## config.mk

```make
export PLATFORM = sky130hd
export DESIGN_NAME = hprc_controller
export DESIGN_NICKNAME = d
export VERILOG_FILES = /design/src/rtl/hprc_pkg.sv /design/src/rtl/hprc_retained_mem.sv /design/src/rtl/hprc_sync.sv /design/src/rtl/hprc_controller.sv
export VERILOG_INCLUDE_DIRS = /design/src /design/src/rtl
export SDC_FILE = /design/constraint.sdc
export NUM_CORES = 2
export LEC_CHECK = 0
export ABC_CLOCK_PERIOD_IN_PS = 11500
export BUFFER_PORTS_ARGS = -buffer_cell sky130_fd_sc_hd__buf_2
export CAP_MARGIN = 20
export CELL_PAD_IN_SITES_DETAIL_PLACEMENT = 1
export CELL_PAD_IN_SITES_GLOBAL_PLACEMENT = 2
export CORE_MARGIN = 1
export CORE_UTILIZATION = 54
export CTS_BUF_LIST = sky130_fd_sc_hd__clkbuf_2
export DETAILED_ROUTE_END_ITERATION = 10
export PLACE_DENSITY_LB_ADDON = 0.1
export SLEW_MARGIN = 20
export SYNTH_ARGS = -nofsm -noshare
export SYNTH_HDL_FRONTEND = slang
export SYNTH_SLANG_ARGS = --single-unit
```

## constraint.sdc

```tcl
create_clock -name clk -period 11.5 [get_ports clk]
set_input_delay 1.725 -clock clk [delete_from_list [all_inputs] [get_ports clk]]
set_output_delay 1.725 -clock clk [all_outputs]
set_load 0.005 [all_outputs]
```

## src/rtl/hprc_defs.svh

```systemverilog
// Constant definitions for the hibernate power and seconds-counter controller
`ifndef HPRC_DEFS_SVH
`define HPRC_DEFS_SVH
// Register offsets (byte addresses)
`define HPRC_OFF_COUNT 12'h000
`define HPRC_OFF_MATCH0 12'h004
`define HPRC_OFF_MATCH1 12'h008
`define HPRC_OFF_LOAD 12'h00c
`define HPRC_OFF_CTRL 12'h010
`define HPRC_OFF_MASK 12'h014
`define HPRC_OFF_RAW 12'h018
`define HPRC_OFF_MIS 12'h01c
`define HPRC_OFF_CLEAR 12'h020
`define HPRC_OFF_TRIM 12'h024
`define HPRC_OFF_DATA_LO 12'h030
`define HPRC_OFF_DATA_HI 12'h12c
// Control bit positions
`define HPRC_CTL_HIBREQ 1
`define HPRC_CTL_SEL 2
`define HPRC_CTL_MWAKE 3
`define HPRC_CTL_PWAKE 4
`define HPRC_CTL_LBEN 5
`define HPRC_CTL_CLKEN 6
`define HPRC_CTL_ABORT 7
`define HPRC_CTL_CNTEN 0
// Event bit positions
`define HPRC_EV_M0 0
`define HPRC_EV_M1 1
`define HPRC_EV_LB 2
`define HPRC_EV_WAKE 3
// Reset values and divider constants
`define HPRC_RST_MATCH 32'hffffffff
`define HPRC_RST_TRIM 16'h7fff
`define HPRC_NOMINAL_DIV 16'h7fff
`define HPRC_XTAL_DIV 7'h7f
`define HPRC_TRIM_PERIOD 6'h3f
`endif

```

## src/rtl/hprc_pkg.sv

```systemverilog
// Types shared by the hibernate power controller files
package hprc_pkg;
    // One write carried into the slow domain
    typedef struct packed {
        logic [11:0] addr;
        logic [31:0] data;
    } hprc_wr_t;
    // Power state machine
    typedef enum logic [1:0] {
        HPRC_AWAKE = 2'b00,
        HPRC_HIBERNATE = 2'b01,
        HPRC_WAKING = 2'b10
    } hprc_state_t;
endpackage

```

## src/rtl/hprc_retained_mem.sv

```systemverilog
// Retained word storage with registered read data
`timescale 1ns/1ps
module hprc_retained_mem #(
    parameter int DEPTH = 64,
    parameter int AW = 6
) (
    input wire logic clk,
    input wire logic wrEn,
    input wire logic [AW-1:0] wrAddr,
    input wire logic [31:0] wrData,
    input wire logic [AW-1:0] rdAddr,
    output logic [31:0] rdData
);
    // Storage array, kept through hibernation on backup supply
    logic [31:0] mem [DEPTH];
    // Write port
    always_ff @(posedge clk) begin
        if (wrEn) begin
            mem[wrAddr] <= wrData;
        end
    end
    // Registered read port
    always_ff @(posedge clk) begin
        rdData <= mem[rdAddr];
    end
endmodule // hprc_retained_mem

```

## src/rtl/hprc_sync.sv

```systemverilog
// Three-stage synchroniser; a change is taken once stages two and three agree
`timescale 1ns/1ps
module hprc_sync #(
    parameter int W = 1
) (
    input wire logic clk,
    input wire logic srst,
    input wire logic [W-1:0] din,
    output logic [W-1:0] dout
);
    // Synchroniser stages
    logic [W-1:0] s1Q;
    logic [W-1:0] s2Q;
    logic [W-1:0] s3Q;
    // Shift chain; only s2 reads s1
    always_ff @(posedge clk) begin
        if (srst) begin
            s1Q <= '0;
            s2Q <= '0;
            s3Q <= '0;
            dout <= '0;
        end else begin
            s1Q <= din;
            s2Q <= s1Q;
            s3Q <= s2Q;
            for (int i = 0; i < W; i++) begin
                if (s2Q[i] == s3Q[i]) begin
                    dout[i] <= s3Q[i];
                end
            end
        end
    end
endmodule // hprc_sync

```

## src/rtl/hprc_controller.sv

```systemverilog
// Hibernate power controller: registers, seconds counter, wake and power logic
//
// Strobed register access and the register offsets were left to the implementer.
`timescale 1ns/1ps
`include "hprc_defs.svh"
module hprc_controller #(
    parameter int MEM_DEPTH = 64
) (
    input wire logic clk,
    input wire logic srst,
    input wire logic [11:0] addr,
    input wire logic [31:0] wrData,
    input wire logic wrStb,
    input wire logic rdStb,
    output logic [31:0] rdData,
    input wire logic xtalTick,
    input wire logic oscTick,
    input wire logic wakePin_n,
    input wire logic lowBatteryDet,
    output logic regulatorOff_n,
    output logic eventIrq,
    output logic slowClockEnable,
    output logic chipPorReset
);
    // Behaviour notes for the next maintainer:
    // - The slow domain is modelled as tick inputs sampled on clk, so every
    //   register here lives on clk; software spacing of slow-domain accesses
    //   is not needed for correctness in this model, but callers keep it.
    // - Raw events are sticky; a new event in the same cycle as its clear wins.
    // - Match events stand for as long as the counter equals a match value and
    //   the counter is enabled, so a clear while it still matches is undone.
    // - Hibernation is entered one cycle after the request bit is seen with a
    //   wake source armed; the regulator enable follows one cycle later.
    // - A wake passes through one waking cycle that raises the chip reset pulse
    //   and drops the request bit, so the woken software does not re-enter.
    // - The low-battery event is masked while hibernating: nothing is measured
    //   while the main supply is off.
    // - The load register has no storage of its own; reading it returns the count.
    // - Reserved bits read as zero and unmapped writes are ignored.
    // Control and other register fields, counters and power state
    logic [7:0] ctlQ;
    logic [31:0] match0Q;
    logic [31:0] match1Q;
    logic [15:0] trimQ;
    logic [3:0] maskQ;
    logic [3:0] rawQ;
    logic [31:0] countQ;
    logic [15:0] predivQ;
    logic [5:0] trimSecQ;
    logic [6:0] xdivQ;
    hprc_pkg::hprc_state_t stateQ;
    // Synchronised pin inputs
    logic wakeSync;
    logic lbSync;
    logic xtalSync;
    logic oscSync;
    logic xtalPrevQ;
    logic oscPrevQ;
    // Decoded accesses
    logic inData;
    logic [5:0] memIdx;
    logic [31:0] memRd;
    logic rdDataSelQ;
    logic [31:0] regRdQ;
    logic regulator_off_n;
    logic refTick;
    logic secTick;
    logic [3:0] ev;
    logic [3:0] clrBits;
    // Write strobes decoded per register
    logic wrCtl; // Control register write
    logic wrLoad; // Counter load write
    logic wrClear; // Event clear write
    logic wrMatch0; // First match register write
    logic wrMatch1; // Second match register write
    logic wrTrim; // Predivider trim write
    logic wrMask; // Event mask write
    // Wake and entry conditions
    logic pinWake; // Armed pin is asserted
    logic matchWake; // Armed match is present
    logic entryOk; // Request may be honoured

    // Pins and reference ticks from outside the clock domain; this single-clock
    // build carries the slow-domain crossing as these synchronisers
    hprc_sync #(.W(4)) uPinSync (
        .clk(clk),
        .srst(srst),
        .din({~wakePin_n, lowBatteryDet, xtalTick, oscTick}),
        .dout({wakeSync, lbSync, xtalSync, oscSync})
    );

    assign inData = (addr >= `HPRC_OFF_DATA_LO) && (addr <= `HPRC_OFF_DATA_HI);
    assign memIdx = 6'((addr - `HPRC_OFF_DATA_LO) >> 2);
    assign regulator_off_n = (stateQ == hprc_pkg::HPRC_HIBERNATE);
    assign clrBits = wrClear ? wrData[3:0] : 4'h0;

    // One strobe per writable register
    assign wrCtl = wrStb && (addr == `HPRC_OFF_CTRL);
    assign wrLoad = wrStb && (addr == `HPRC_OFF_LOAD);
    assign wrClear = wrStb && (addr == `HPRC_OFF_CLEAR);
    assign wrMatch0 = wrStb && (addr == `HPRC_OFF_MATCH0);
    assign wrMatch1 = wrStb && (addr == `HPRC_OFF_MATCH1);
    assign wrTrim = wrStb && (addr == `HPRC_OFF_TRIM);
    assign wrMask = wrStb && (addr == `HPRC_OFF_MASK);

    // Wake sources are looked at only when armed
    assign pinWake = ctlQ[`HPRC_CTL_PWAKE] && wakeSync;
    assign matchWake = ctlQ[`HPRC_CTL_MWAKE] && (ev[`HPRC_EV_M0] || ev[`HPRC_EV_M1]);
    assign entryOk = (ctlQ[`HPRC_CTL_PWAKE] || ctlQ[`HPRC_CTL_MWAKE]) &&
        !(ctlQ[`HPRC_CTL_ABORT] && rawQ[`HPRC_EV_LB]);

    // Retained words
    hprc_retained_mem #(.DEPTH(MEM_DEPTH), .AW(6)) uMem (
        .clk(clk),
        .wrEn(wrStb && inData),
        .wrAddr(memIdx),
        .wrData(wrData),
        .rdAddr(memIdx),
        .rdData(memRd)
    );

    // Edge detect on the crystal tick; reset level matches the synchroniser's
    always_ff @(posedge clk) begin
        if (srst) begin
            xtalPrevQ <= 1'b0;
        end else begin
            xtalPrevQ <= xtalSync;
        end
    end

    // Edge detect on the oscillator tick
    always_ff @(posedge clk) begin
        if (srst) begin
            oscPrevQ <= 1'b0;
        end else begin
            oscPrevQ <= oscSync;
        end
    end

    // Crystal divide-by-128 prescaler
    always_ff @(posedge clk) begin
        if (srst) begin
            xdivQ <= 7'h00;
        end else if (xtalSync && !xtalPrevQ) begin
            xdivQ <= xdivQ + 7'h01;
        end
    end

    // Reference tick selected by bit 2 of control
    always_comb begin
        if (!ctlQ[`HPRC_CTL_CLKEN]) begin
            refTick = 1'b0;
        end else if (ctlQ[`HPRC_CTL_SEL]) begin
            refTick = oscSync && !oscPrevQ;
        end else begin
            refTick = xtalSync && !xtalPrevQ && (xdivQ == `HPRC_XTAL_DIV);
        end
    end

    // Predivider counting down reference ticks
    always_ff @(posedge clk) begin
        if (srst) begin
            predivQ <= `HPRC_NOMINAL_DIV;
            trimSecQ <= 6'h00;
        end else if (ctlQ[`HPRC_CTL_CNTEN] && refTick) begin
            if (predivQ == 16'h0000) begin
                trimSecQ <= trimSecQ + 6'h01;
                // Trimmed count on the last second of every 64
                if (trimSecQ == (`HPRC_TRIM_PERIOD - 6'h01)) begin
                    predivQ <= trimQ;
                end else begin
                    predivQ <= `HPRC_NOMINAL_DIV;
                end
            end else begin
                predivQ <= predivQ - 16'h0001;
            end
        end
    end
    assign secTick = ctlQ[`HPRC_CTL_CNTEN] && refTick && (predivQ == 16'h0000);

    // Seconds counter with load
    always_ff @(posedge clk) begin
        if (srst) begin
            countQ <= 32'h00000000;
        end else if (wrLoad) begin
            countQ <= wrData;
        end else if (secTick) begin
            countQ <= countQ + 32'h00000001;
        end
    end

    // Event sources
    always_comb begin
        ev = 4'h0;
        ev[`HPRC_EV_M0] = ctlQ[`HPRC_CTL_CNTEN] && (countQ == match0Q);
        ev[`HPRC_EV_M1] = ctlQ[`HPRC_CTL_CNTEN] && (countQ == match1Q);
        ev[`HPRC_EV_LB] = ctlQ[`HPRC_CTL_LBEN] && lbSync && !regulator_off_n;
        ev[`HPRC_EV_WAKE] = wakeSync && ctlQ[`HPRC_CTL_PWAKE];
    end

    // Raw status: set beats clear
    always_ff @(posedge clk) begin
        if (srst) begin
            rawQ <= 4'h0;
        end else begin
            rawQ <= (rawQ & ~clrBits) | ev;
        end
    end

    // Power state machine
    always_ff @(posedge clk) begin
        if (srst) begin
            stateQ <= hprc_pkg::HPRC_AWAKE;
        end else begin
            case (stateQ)
                hprc_pkg::HPRC_AWAKE: begin
                    // Enter only with a wake source armed and, when abort is set, no low-battery event
                    if (ctlQ[`HPRC_CTL_HIBREQ] && entryOk) begin
                        stateQ <= hprc_pkg::HPRC_HIBERNATE;
                    end
                end
                hprc_pkg::HPRC_HIBERNATE: begin
                    // Either armed source ends the power cut
                    if (pinWake || matchWake) begin
                        stateQ <= hprc_pkg::HPRC_WAKING;
                    end
                end
                hprc_pkg::HPRC_WAKING: begin
                    // One cycle for the chip reset pulse
                    stateQ <= hprc_pkg::HPRC_AWAKE;
                end
                default: begin
                    stateQ <= hprc_pkg::HPRC_AWAKE;
                end
            endcase
        end
    end

    // Control register; request bit self-clears on wake
    always_ff @(posedge clk) begin
        if (srst) begin
            ctlQ <= 8'h00;
        end else if (wrCtl) begin
            ctlQ <= wrData[7:0];
        end else if (stateQ == hprc_pkg::HPRC_WAKING) begin
            ctlQ[`HPRC_CTL_HIBREQ] <= 1'b0;
        end
    end

    // First match register
    always_ff @(posedge clk) begin
        if (srst) begin
            match0Q <= `HPRC_RST_MATCH;
        end else if (wrMatch0) begin
            match0Q <= wrData;
        end
    end

    // Second match register
    always_ff @(posedge clk) begin
        if (srst) begin
            match1Q <= `HPRC_RST_MATCH;
        end else if (wrMatch1) begin
            match1Q <= wrData;
        end
    end

    // Predivider trim, used for one second in every 64
    always_ff @(posedge clk) begin
        if (srst) begin
            trimQ <= `HPRC_RST_TRIM;
        end else if (wrTrim) begin
            trimQ <= wrData[15:0];
        end
    end

    // Event mask for the merged interrupt
    always_ff @(posedge clk) begin
        if (srst) begin
            maskQ <= 4'h0;
        end else if (wrMask) begin
            maskQ <= wrData[3:0];
        end
    end

    // Read mux, registered
    always_ff @(posedge clk) begin
        if (srst) begin
            regRdQ <= 32'h00000000;
            rdDataSelQ <= 1'b0;
        end else begin
            rdDataSelQ <= rdStb && inData;
            regRdQ <= 32'h00000000;
            if (rdStb) begin
                case (addr)
                    `HPRC_OFF_COUNT: regRdQ <= countQ;
                    `HPRC_OFF_MATCH0: regRdQ <= match0Q;
                    `HPRC_OFF_MATCH1: regRdQ <= match1Q;
                    `HPRC_OFF_LOAD: regRdQ <= countQ;
                    `HPRC_OFF_CTRL: regRdQ <= {24'h000000, ctlQ};
                    `HPRC_OFF_MASK: regRdQ <= {28'h0000000, maskQ};
                    `HPRC_OFF_RAW: regRdQ <= {28'h0000000, rawQ};
                    `HPRC_OFF_MIS: regRdQ <= {28'h0000000, rawQ & maskQ};
                    `HPRC_OFF_TRIM: regRdQ <= {16'h0000, trimQ};
                    default: regRdQ <= 32'h00000000;
                endcase
            end
        end
    end
    assign rdData = rdDataSelQ ? memRd : regRdQ;

    // Regulator enable, low while the main supply is cut
    always_ff @(posedge clk) begin
        if (srst) begin
            regulatorOff_n <= 1'b1;
        end else begin
            regulatorOff_n <= !regulator_off_n;
        end
    end

    // Single merged interrupt from the masked events
    always_ff @(posedge clk) begin
        if (srst) begin
            eventIrq <= 1'b0;
        end else begin
            eventIrq <= |(rawQ & maskQ);
        end
    end

    // Copy of the clock enable bit for the reference source
    always_ff @(posedge clk) begin
        if (srst) begin
            slowClockEnable <= 1'b0;
        end else begin
            slowClockEnable <= ctlQ[`HPRC_CTL_CLKEN];
        end
    end

    // Chip reset pulse in the cycle after the waking cycle
    always_ff @(posedge clk) begin
        if (srst) begin
            chipPorReset <= 1'b0;
        end else begin
            chipPorReset <= (stateQ == hprc_pkg::HPRC_WAKING);
        end
    end
endmodule // hprc_controller

```

-- Word level (Yosys, flattened, before mapping)
Memories as Yosys holds them, arrays and structs flattened. A register that Yosys moved wholly into a read port is not among the register bits.
Index checks and enable logic that the tools add are counted.
- bits in registers: 214
- bits in latches: 0
- memory bits (writable): 2048
- memory bits (read-only): 0
- logic and storage cells: 119
- memories kept: 1
- memory list (name ; depth ; width ; read ports ; clocked after Yosys merged registers in ; wr ports ; line ; text):
    uMem.mem ; 64 ; 32 ; 1 ; 1 ; 1 ; hprc_retained_mem.sv:15 ; logic [31:0] mem [DEPTH];
- add/sub/neg operators: 5
- $mul: 0
- divide/modulo/power cells: 0
- order comparisons: 2
- eq/ne operators: 21
- shifts and indexed selects: 0
- muxes and demuxes: 16
- bitwise operators: 6
- reduce and logical (&&, ||, !) cells: 41
- operators by type and width (kind ; number):
    one-hot mux 32 bit (8 select lines) ; 1
    2-to-1 mux 32 bit ; 3
    == test 32 bit ; 2
    == test 12 x 5 -> 1 bit, second input constant ; 4
    adder 32 x 1 -> 32 bit, second input constant ; 1
    2-to-1 mux 16 bit ; 2
    == test 12 x 4 -> 1 bit, second input constant ; 2
    == test 12 x 6 -> 1 bit, second input constant ; 2
    logical AND 1 bit ; 24
    logical NOT 16 bit ; 1
    subtractor 16 x 1 -> 16 bit, second input constant ; 1
    == test 12 x 3 -> 1 bit, second input constant ; 1
    greater-or-equal comparator 12 x 6 -> 1 bit, second input constant ; 1
    less-or-equal comparator 12 x 9 -> 1 bit, second input constant ; 1
    logical NOT 12 bit ; 1
    bitwise AND 4 bit ; 2
    subtractor 8 x 6 -> 8 bit, second input constant ; 1
    adder 7 x 1 -> 7 bit, second input constant ; 1
    == test 7 bit, second input constant ; 1
    adder 6 x 1 -> 6 bit, second input constant ; 1
    == test 6 bit, second input constant ; 1
    2-to-1 mux 1 bit ; 6
    == test 1 bit ; 4
    logical NOT 1 bit ; 4
    16 further kinds ; 23

-- Logic depth before layout (Yosys ltp)
- depth after elaboration: 9
- gate-level depth with buffers: 15
- depth with buffers taken out: 8

-- By module
Synthesis repeated with hierarchy kept, for this count alone.
- cell total of the unflattened synthesis: 4566
- area total of the unflattened synthesis: 88728.8 um^2
- modules (own cells, without submodules) (module ; instances ; cells an instance ; area an instance (um^2) ; sequential area each (um^2)):
    hprc_retained_mem ; 1 ; 3324 ; 78515.3 ; 62139.6
    hprc_controller ; 1 ; 1201 ; 9726.8 ; 3963.8
    hprc_sync ; 1 ; 41 ; 486.7 ; 320.3

-- Worst setup path before layout
OpenSTA, ideal clock, no wires.
- path kind: input to register
- start: input addr[4]
- end: memory uMem.mem[43][0] (enable)
- library setup time: 421 ps
- arrival: 5974 ps
- required time: 11079 ps
- setup slack: 5104 ps
- stages on the path: 13
- buffers on the path: 9
- cell sequence: buf_2 > buf_4 > inv_2 > buf_4 > buf_2 > buf_1 > ha_1 > clkbuf_1 > buf_2 > clkbuf_1 > o21ai_1 > clkbuf_1 > nor2_1
- cells in the longest elaborated chain, start to end: 5
- RTL lines (what ; line ; text):
    start: declaration ; hprc_controller.sv:11 ; input wire logic [11:0] addr,
    greater-or-equal comparator 12 x 6 -> 1 bit (no source line) / less-or-equal comparator 12 x 9 -> 1 bit (equally long branches) ; -- ;
    logical AND 1 bit ; hprc_controller.sv:92 ; assign inData = (addr >= `HPRC_OFF_DATA_LO) && (addr <= `HPRC_OFF_DATA_HI);
    logical AND 1 bit ; hprc_controller.sv:115 ; .wrEn(wrStb && inData),
    2-to-1 mux 1 bit ; hprc_retained_mem.sv:18 ; if (wrEn) begin
    2-to-1 mux 1 bit (not written as such) ; hprc_retained_mem.sv:19 ; mem[wrAddr] <= wrData;
    end: declaration ; hprc_retained_mem.sv:15 ;
Parallel ways exist; a longest one is shown, timed or not.

-- Worst setup path in the final report
- start: register rdDataSelQ
- end: output rdData[24]
- cells in the longest elaborated chain, start to end: 1
- RTL lines (what ; line ; text):
    start: declaration ; hprc_controller.sv:63 ; logic rdDataSelQ;
    start signal: assignment ; hprc_controller.sv:292 ; rdDataSelQ <= rdStb && inData;
    2-to-1 mux 32 bit ; hprc_controller.sv:310 ; assign rdData = rdDataSelQ ? memRd : regRdQ;
    end: declaration ; hprc_controller.sv:15 ; output logic [31:0] rdData,
Every way passes these cells.

==> flow_summary.toml <==
[outcome]
status = "completed"

[drt]
via_per_inst = 6.397
drc = 0
vias = 48840
wirelength_um = 265200
dr.pass1.iters = 7
ant_nets = 0
routedWlPerCell_um = 34.74
drt_iter0_drc = 6579

[finish]
syn_to_final_growth_pct = 10.11
final_nets = 5117
final_cell_mix = "edfxtp_1 (2048), clkbuf_2 (837), mux4_2 (580)"
fin_util_pct = 60.01
final_common_cell = "edfxtp_1"
drive_gt1_share_pct = 33.39

[synthesis]
syn_area_mm2 = 0.08881
synth-seq-cells = 2294
ys_warn_count = 0
async_flop_share_pct = 0
ys_seq_area_share_pct = 74.80
synth.net_count = 4554
avgSynthCellArea_um2 = 19.77
ys.flop_type = "edfxtp_1"
yosys.cell_types.count = 65
netlist_instances = 4492
synth_edf_count = 2048

[clock_network]
cts.clk_slew.worst_paths_ns = 0.08
htree_levels = 6
numCtsBuffers = 591
clock-root-buffer = "clkbuf_2"
clkSinkCount = 2294
clock_latency_ns = 1.95
cts_buffer_depth = 4
cts_tree = "yes"
cts_setup_buffers = 0

[sta]
grt_setup_unrepaired = "no"
period_needed_ns = 5.450
setup_viol = 0
slew_violations = 0
finClkSkew_ns = 0.1865
worstMarginPinSlew_ns = 1.349
fin_crit_sh_pct = 47.39
hold_viol = 0
finalSetupTns_ns = 0
fmax_ghz = 0.1835
max_slew_margin_pct = 10.09

[global_routing]
grt_pass1_vias = 50100
grt_overflow = 0
grt_pass1_wl_um = 373400
antenna_found_initial = 31
grt_max_degree = 111
grt_util_all_layers_pct = 32.16

[setup_path]
rrSetupSlack_ns = 8.44
startpoint_type = "register"
crit_chain = "buf_4, mux2_2, buf_2"
critPathMaxStageDelay_ns = 0.84
worstSetupPathType = "register to output pin"
cp.required_ns = 9.78
arrival_ns = 3.72
critPathCaptureType = "output pin"
rr_startpoint = "predivQ[7]"
crit_fanout = 20
r2r-end = "countQ[15]"
cp_slowest_cell = "dfxtp_1"
r2r_cells = 7

[floorplan]
die_y_um = 407.5
row_count = 148
start_util_pct = 54.50
fp.dieW_um = 407.5
die_area_mm2 = 0.1661
fp.coreArea_mm2 = 0.1630
pin_count = 88

[min_path]
hold_path.class = "primary input to register"
hold_path_depth = 4
holdPathEnd = "rdDataSelQ"
hp-start = "addr[10]"

[placed_design]
hpwl_um = 151700
gp_routability_congestion = 0.8882
port_buffers = 87

[power_and_ir_drop]
ir_worst_vdd_uv = 133.2
power_mw = 15.42
cellPowerDensity_mw_per_mm2 = 157.7
leakagePower_nw = 32.04

[run]
maxCapViolCount = 0
[layer usage]
layer,track usage [%],part of all wire [%]
met3,7.525,9.9
met2,48.61,47
met4,12.85,3.6
met5,0,0.039
met1,45.74,40
[critical path, delay by kind of cell (launching register included)]
kind                   cells  cell delay, ns
muxes                      1            0.46
DFF                        1            0.84
buffers and inverters      2            0.58
[synthesized netlist by cell type, drive strengths merged, types with 37 or more instances]
| cell | number | area, µm² |
|---|---|---|
| xnor2 | 60 | 525.5 |
| a21oi | 62 | 310.3 |
| nor2 | 137 | 514.2 |
| nand2 | 289 | 1085 |
| nand3 | 115 | 575.6 |
| xor2 | 44 | 385.4 |
| o22ai | 60 | 375.4 |
| dfxtp | 246 | 4925 |
| edfxtp | 2048 | 61500 |
| buf | 132 | 709.4 |
| mux2i | 115 | 1151 |
| a22oi | 37 | 277.8 |
| o21ai | 106 | 530.5 |
| nor3 | 43 | 226.5 |
| mux4 | 580 | 13060 |
| clkbuf | 145 | 544.3 |
[state kept, by name, indices dropped and copies added, names as in the netlist, 2 cells and up]
signal         flops
countQ            32
trimSecQ           6
ctlQ               8
regRdQ            32
xdivQ              7
uPinSync.dout      4
trimQ             16
uMem.mem        2048
predivQ           16
uPinSync.s2Q       4
stateQ             2
uMem.rdData       32
uPinSync.s1Q       4
uPinSync.s3Q       4
match0Q           32
maskQ              4
match1Q           32
rawQ               4
[through the flow]
step | setup WS [ns] | instances | instance area, µm² | hold WS [ns]
5_1_grt | 5.882 | 7628 | 97770 | 0.1531
2_1_floorplan | 5.104 | 4492 | 88810 | 0.4138
4_1_cts | 5.893 | 7615 | 97580 | 0.06278
3_3_place_gp | 5.165 | 6623 | 92500 | 0.4247
6_report | 6.050 | 7634 | 97790 | 0.2751
3_5_place_dp | 5.081 | 6626 | 92580 | 0.4335
[layout make-up]
class                           instances  area [µm²]
Tap cell                             2175        2721
Inverter                               17       68.82
Fill cell                           14350       65170
Clock buffer                          837        4189
Timing Repair Buffer                  247        1936
Multi-Input combinational cell       1904       21650
Sequential cell                      2294       66420
Clock inverter                        148       768.2
Antenna cell                           12       30.03
[timing repair]
action                    CTS  global route
gates resized for setup     0             0
hold endpoints to repair    4             0
hold buffers                4             0
[power breakdown]
part | internal, mW | leakage, nW | switching, mW
Sequential | 9.08 | 20.4 | 0.0627
Clock | 2.09 | 3.87 | 3.32
Combinational | 0.283 | 7.77 | 0.576
[logic make-up (layout without fill, tap and decap cells)]
kind of cell	after synthesis	after routing	share of synthesized area (%)
xor gates and xnor gates	104	104	1.026
DFF	2294	2294	74.80
buffers and inverters	294	1249	1.484
and+or+nand+nor	724	724	3.746
muxes	727	727	16.41
adders and majority gates	10	10	0.1409
other	0	12	0
AOI/OAI and AO/OA	339	339	2.397
[how the worst max path moves through the flow]
stage | from | end | depth (start not counted) | slack (ns)
5_1_grt | rdDataSelQ | rdData[22] | 3 | 5.88
3_3_place_gp | addr[4] | uMem.rdData[21] | 9 | 5.17
2_1_floorplan | addr[4] | uMem.mem[43][0] | 13 | 5.10
3_5_place_dp | addr[4] | uMem.rdData[21] | 9 | 5.08
6_report | rdDataSelQ | rdData[24] | 3 | 6.05
4_1_cts | rdDataSelQ | rdData[24] | 3 | 5.89
No activity file was read; power rests on OpenSTA's default activity.
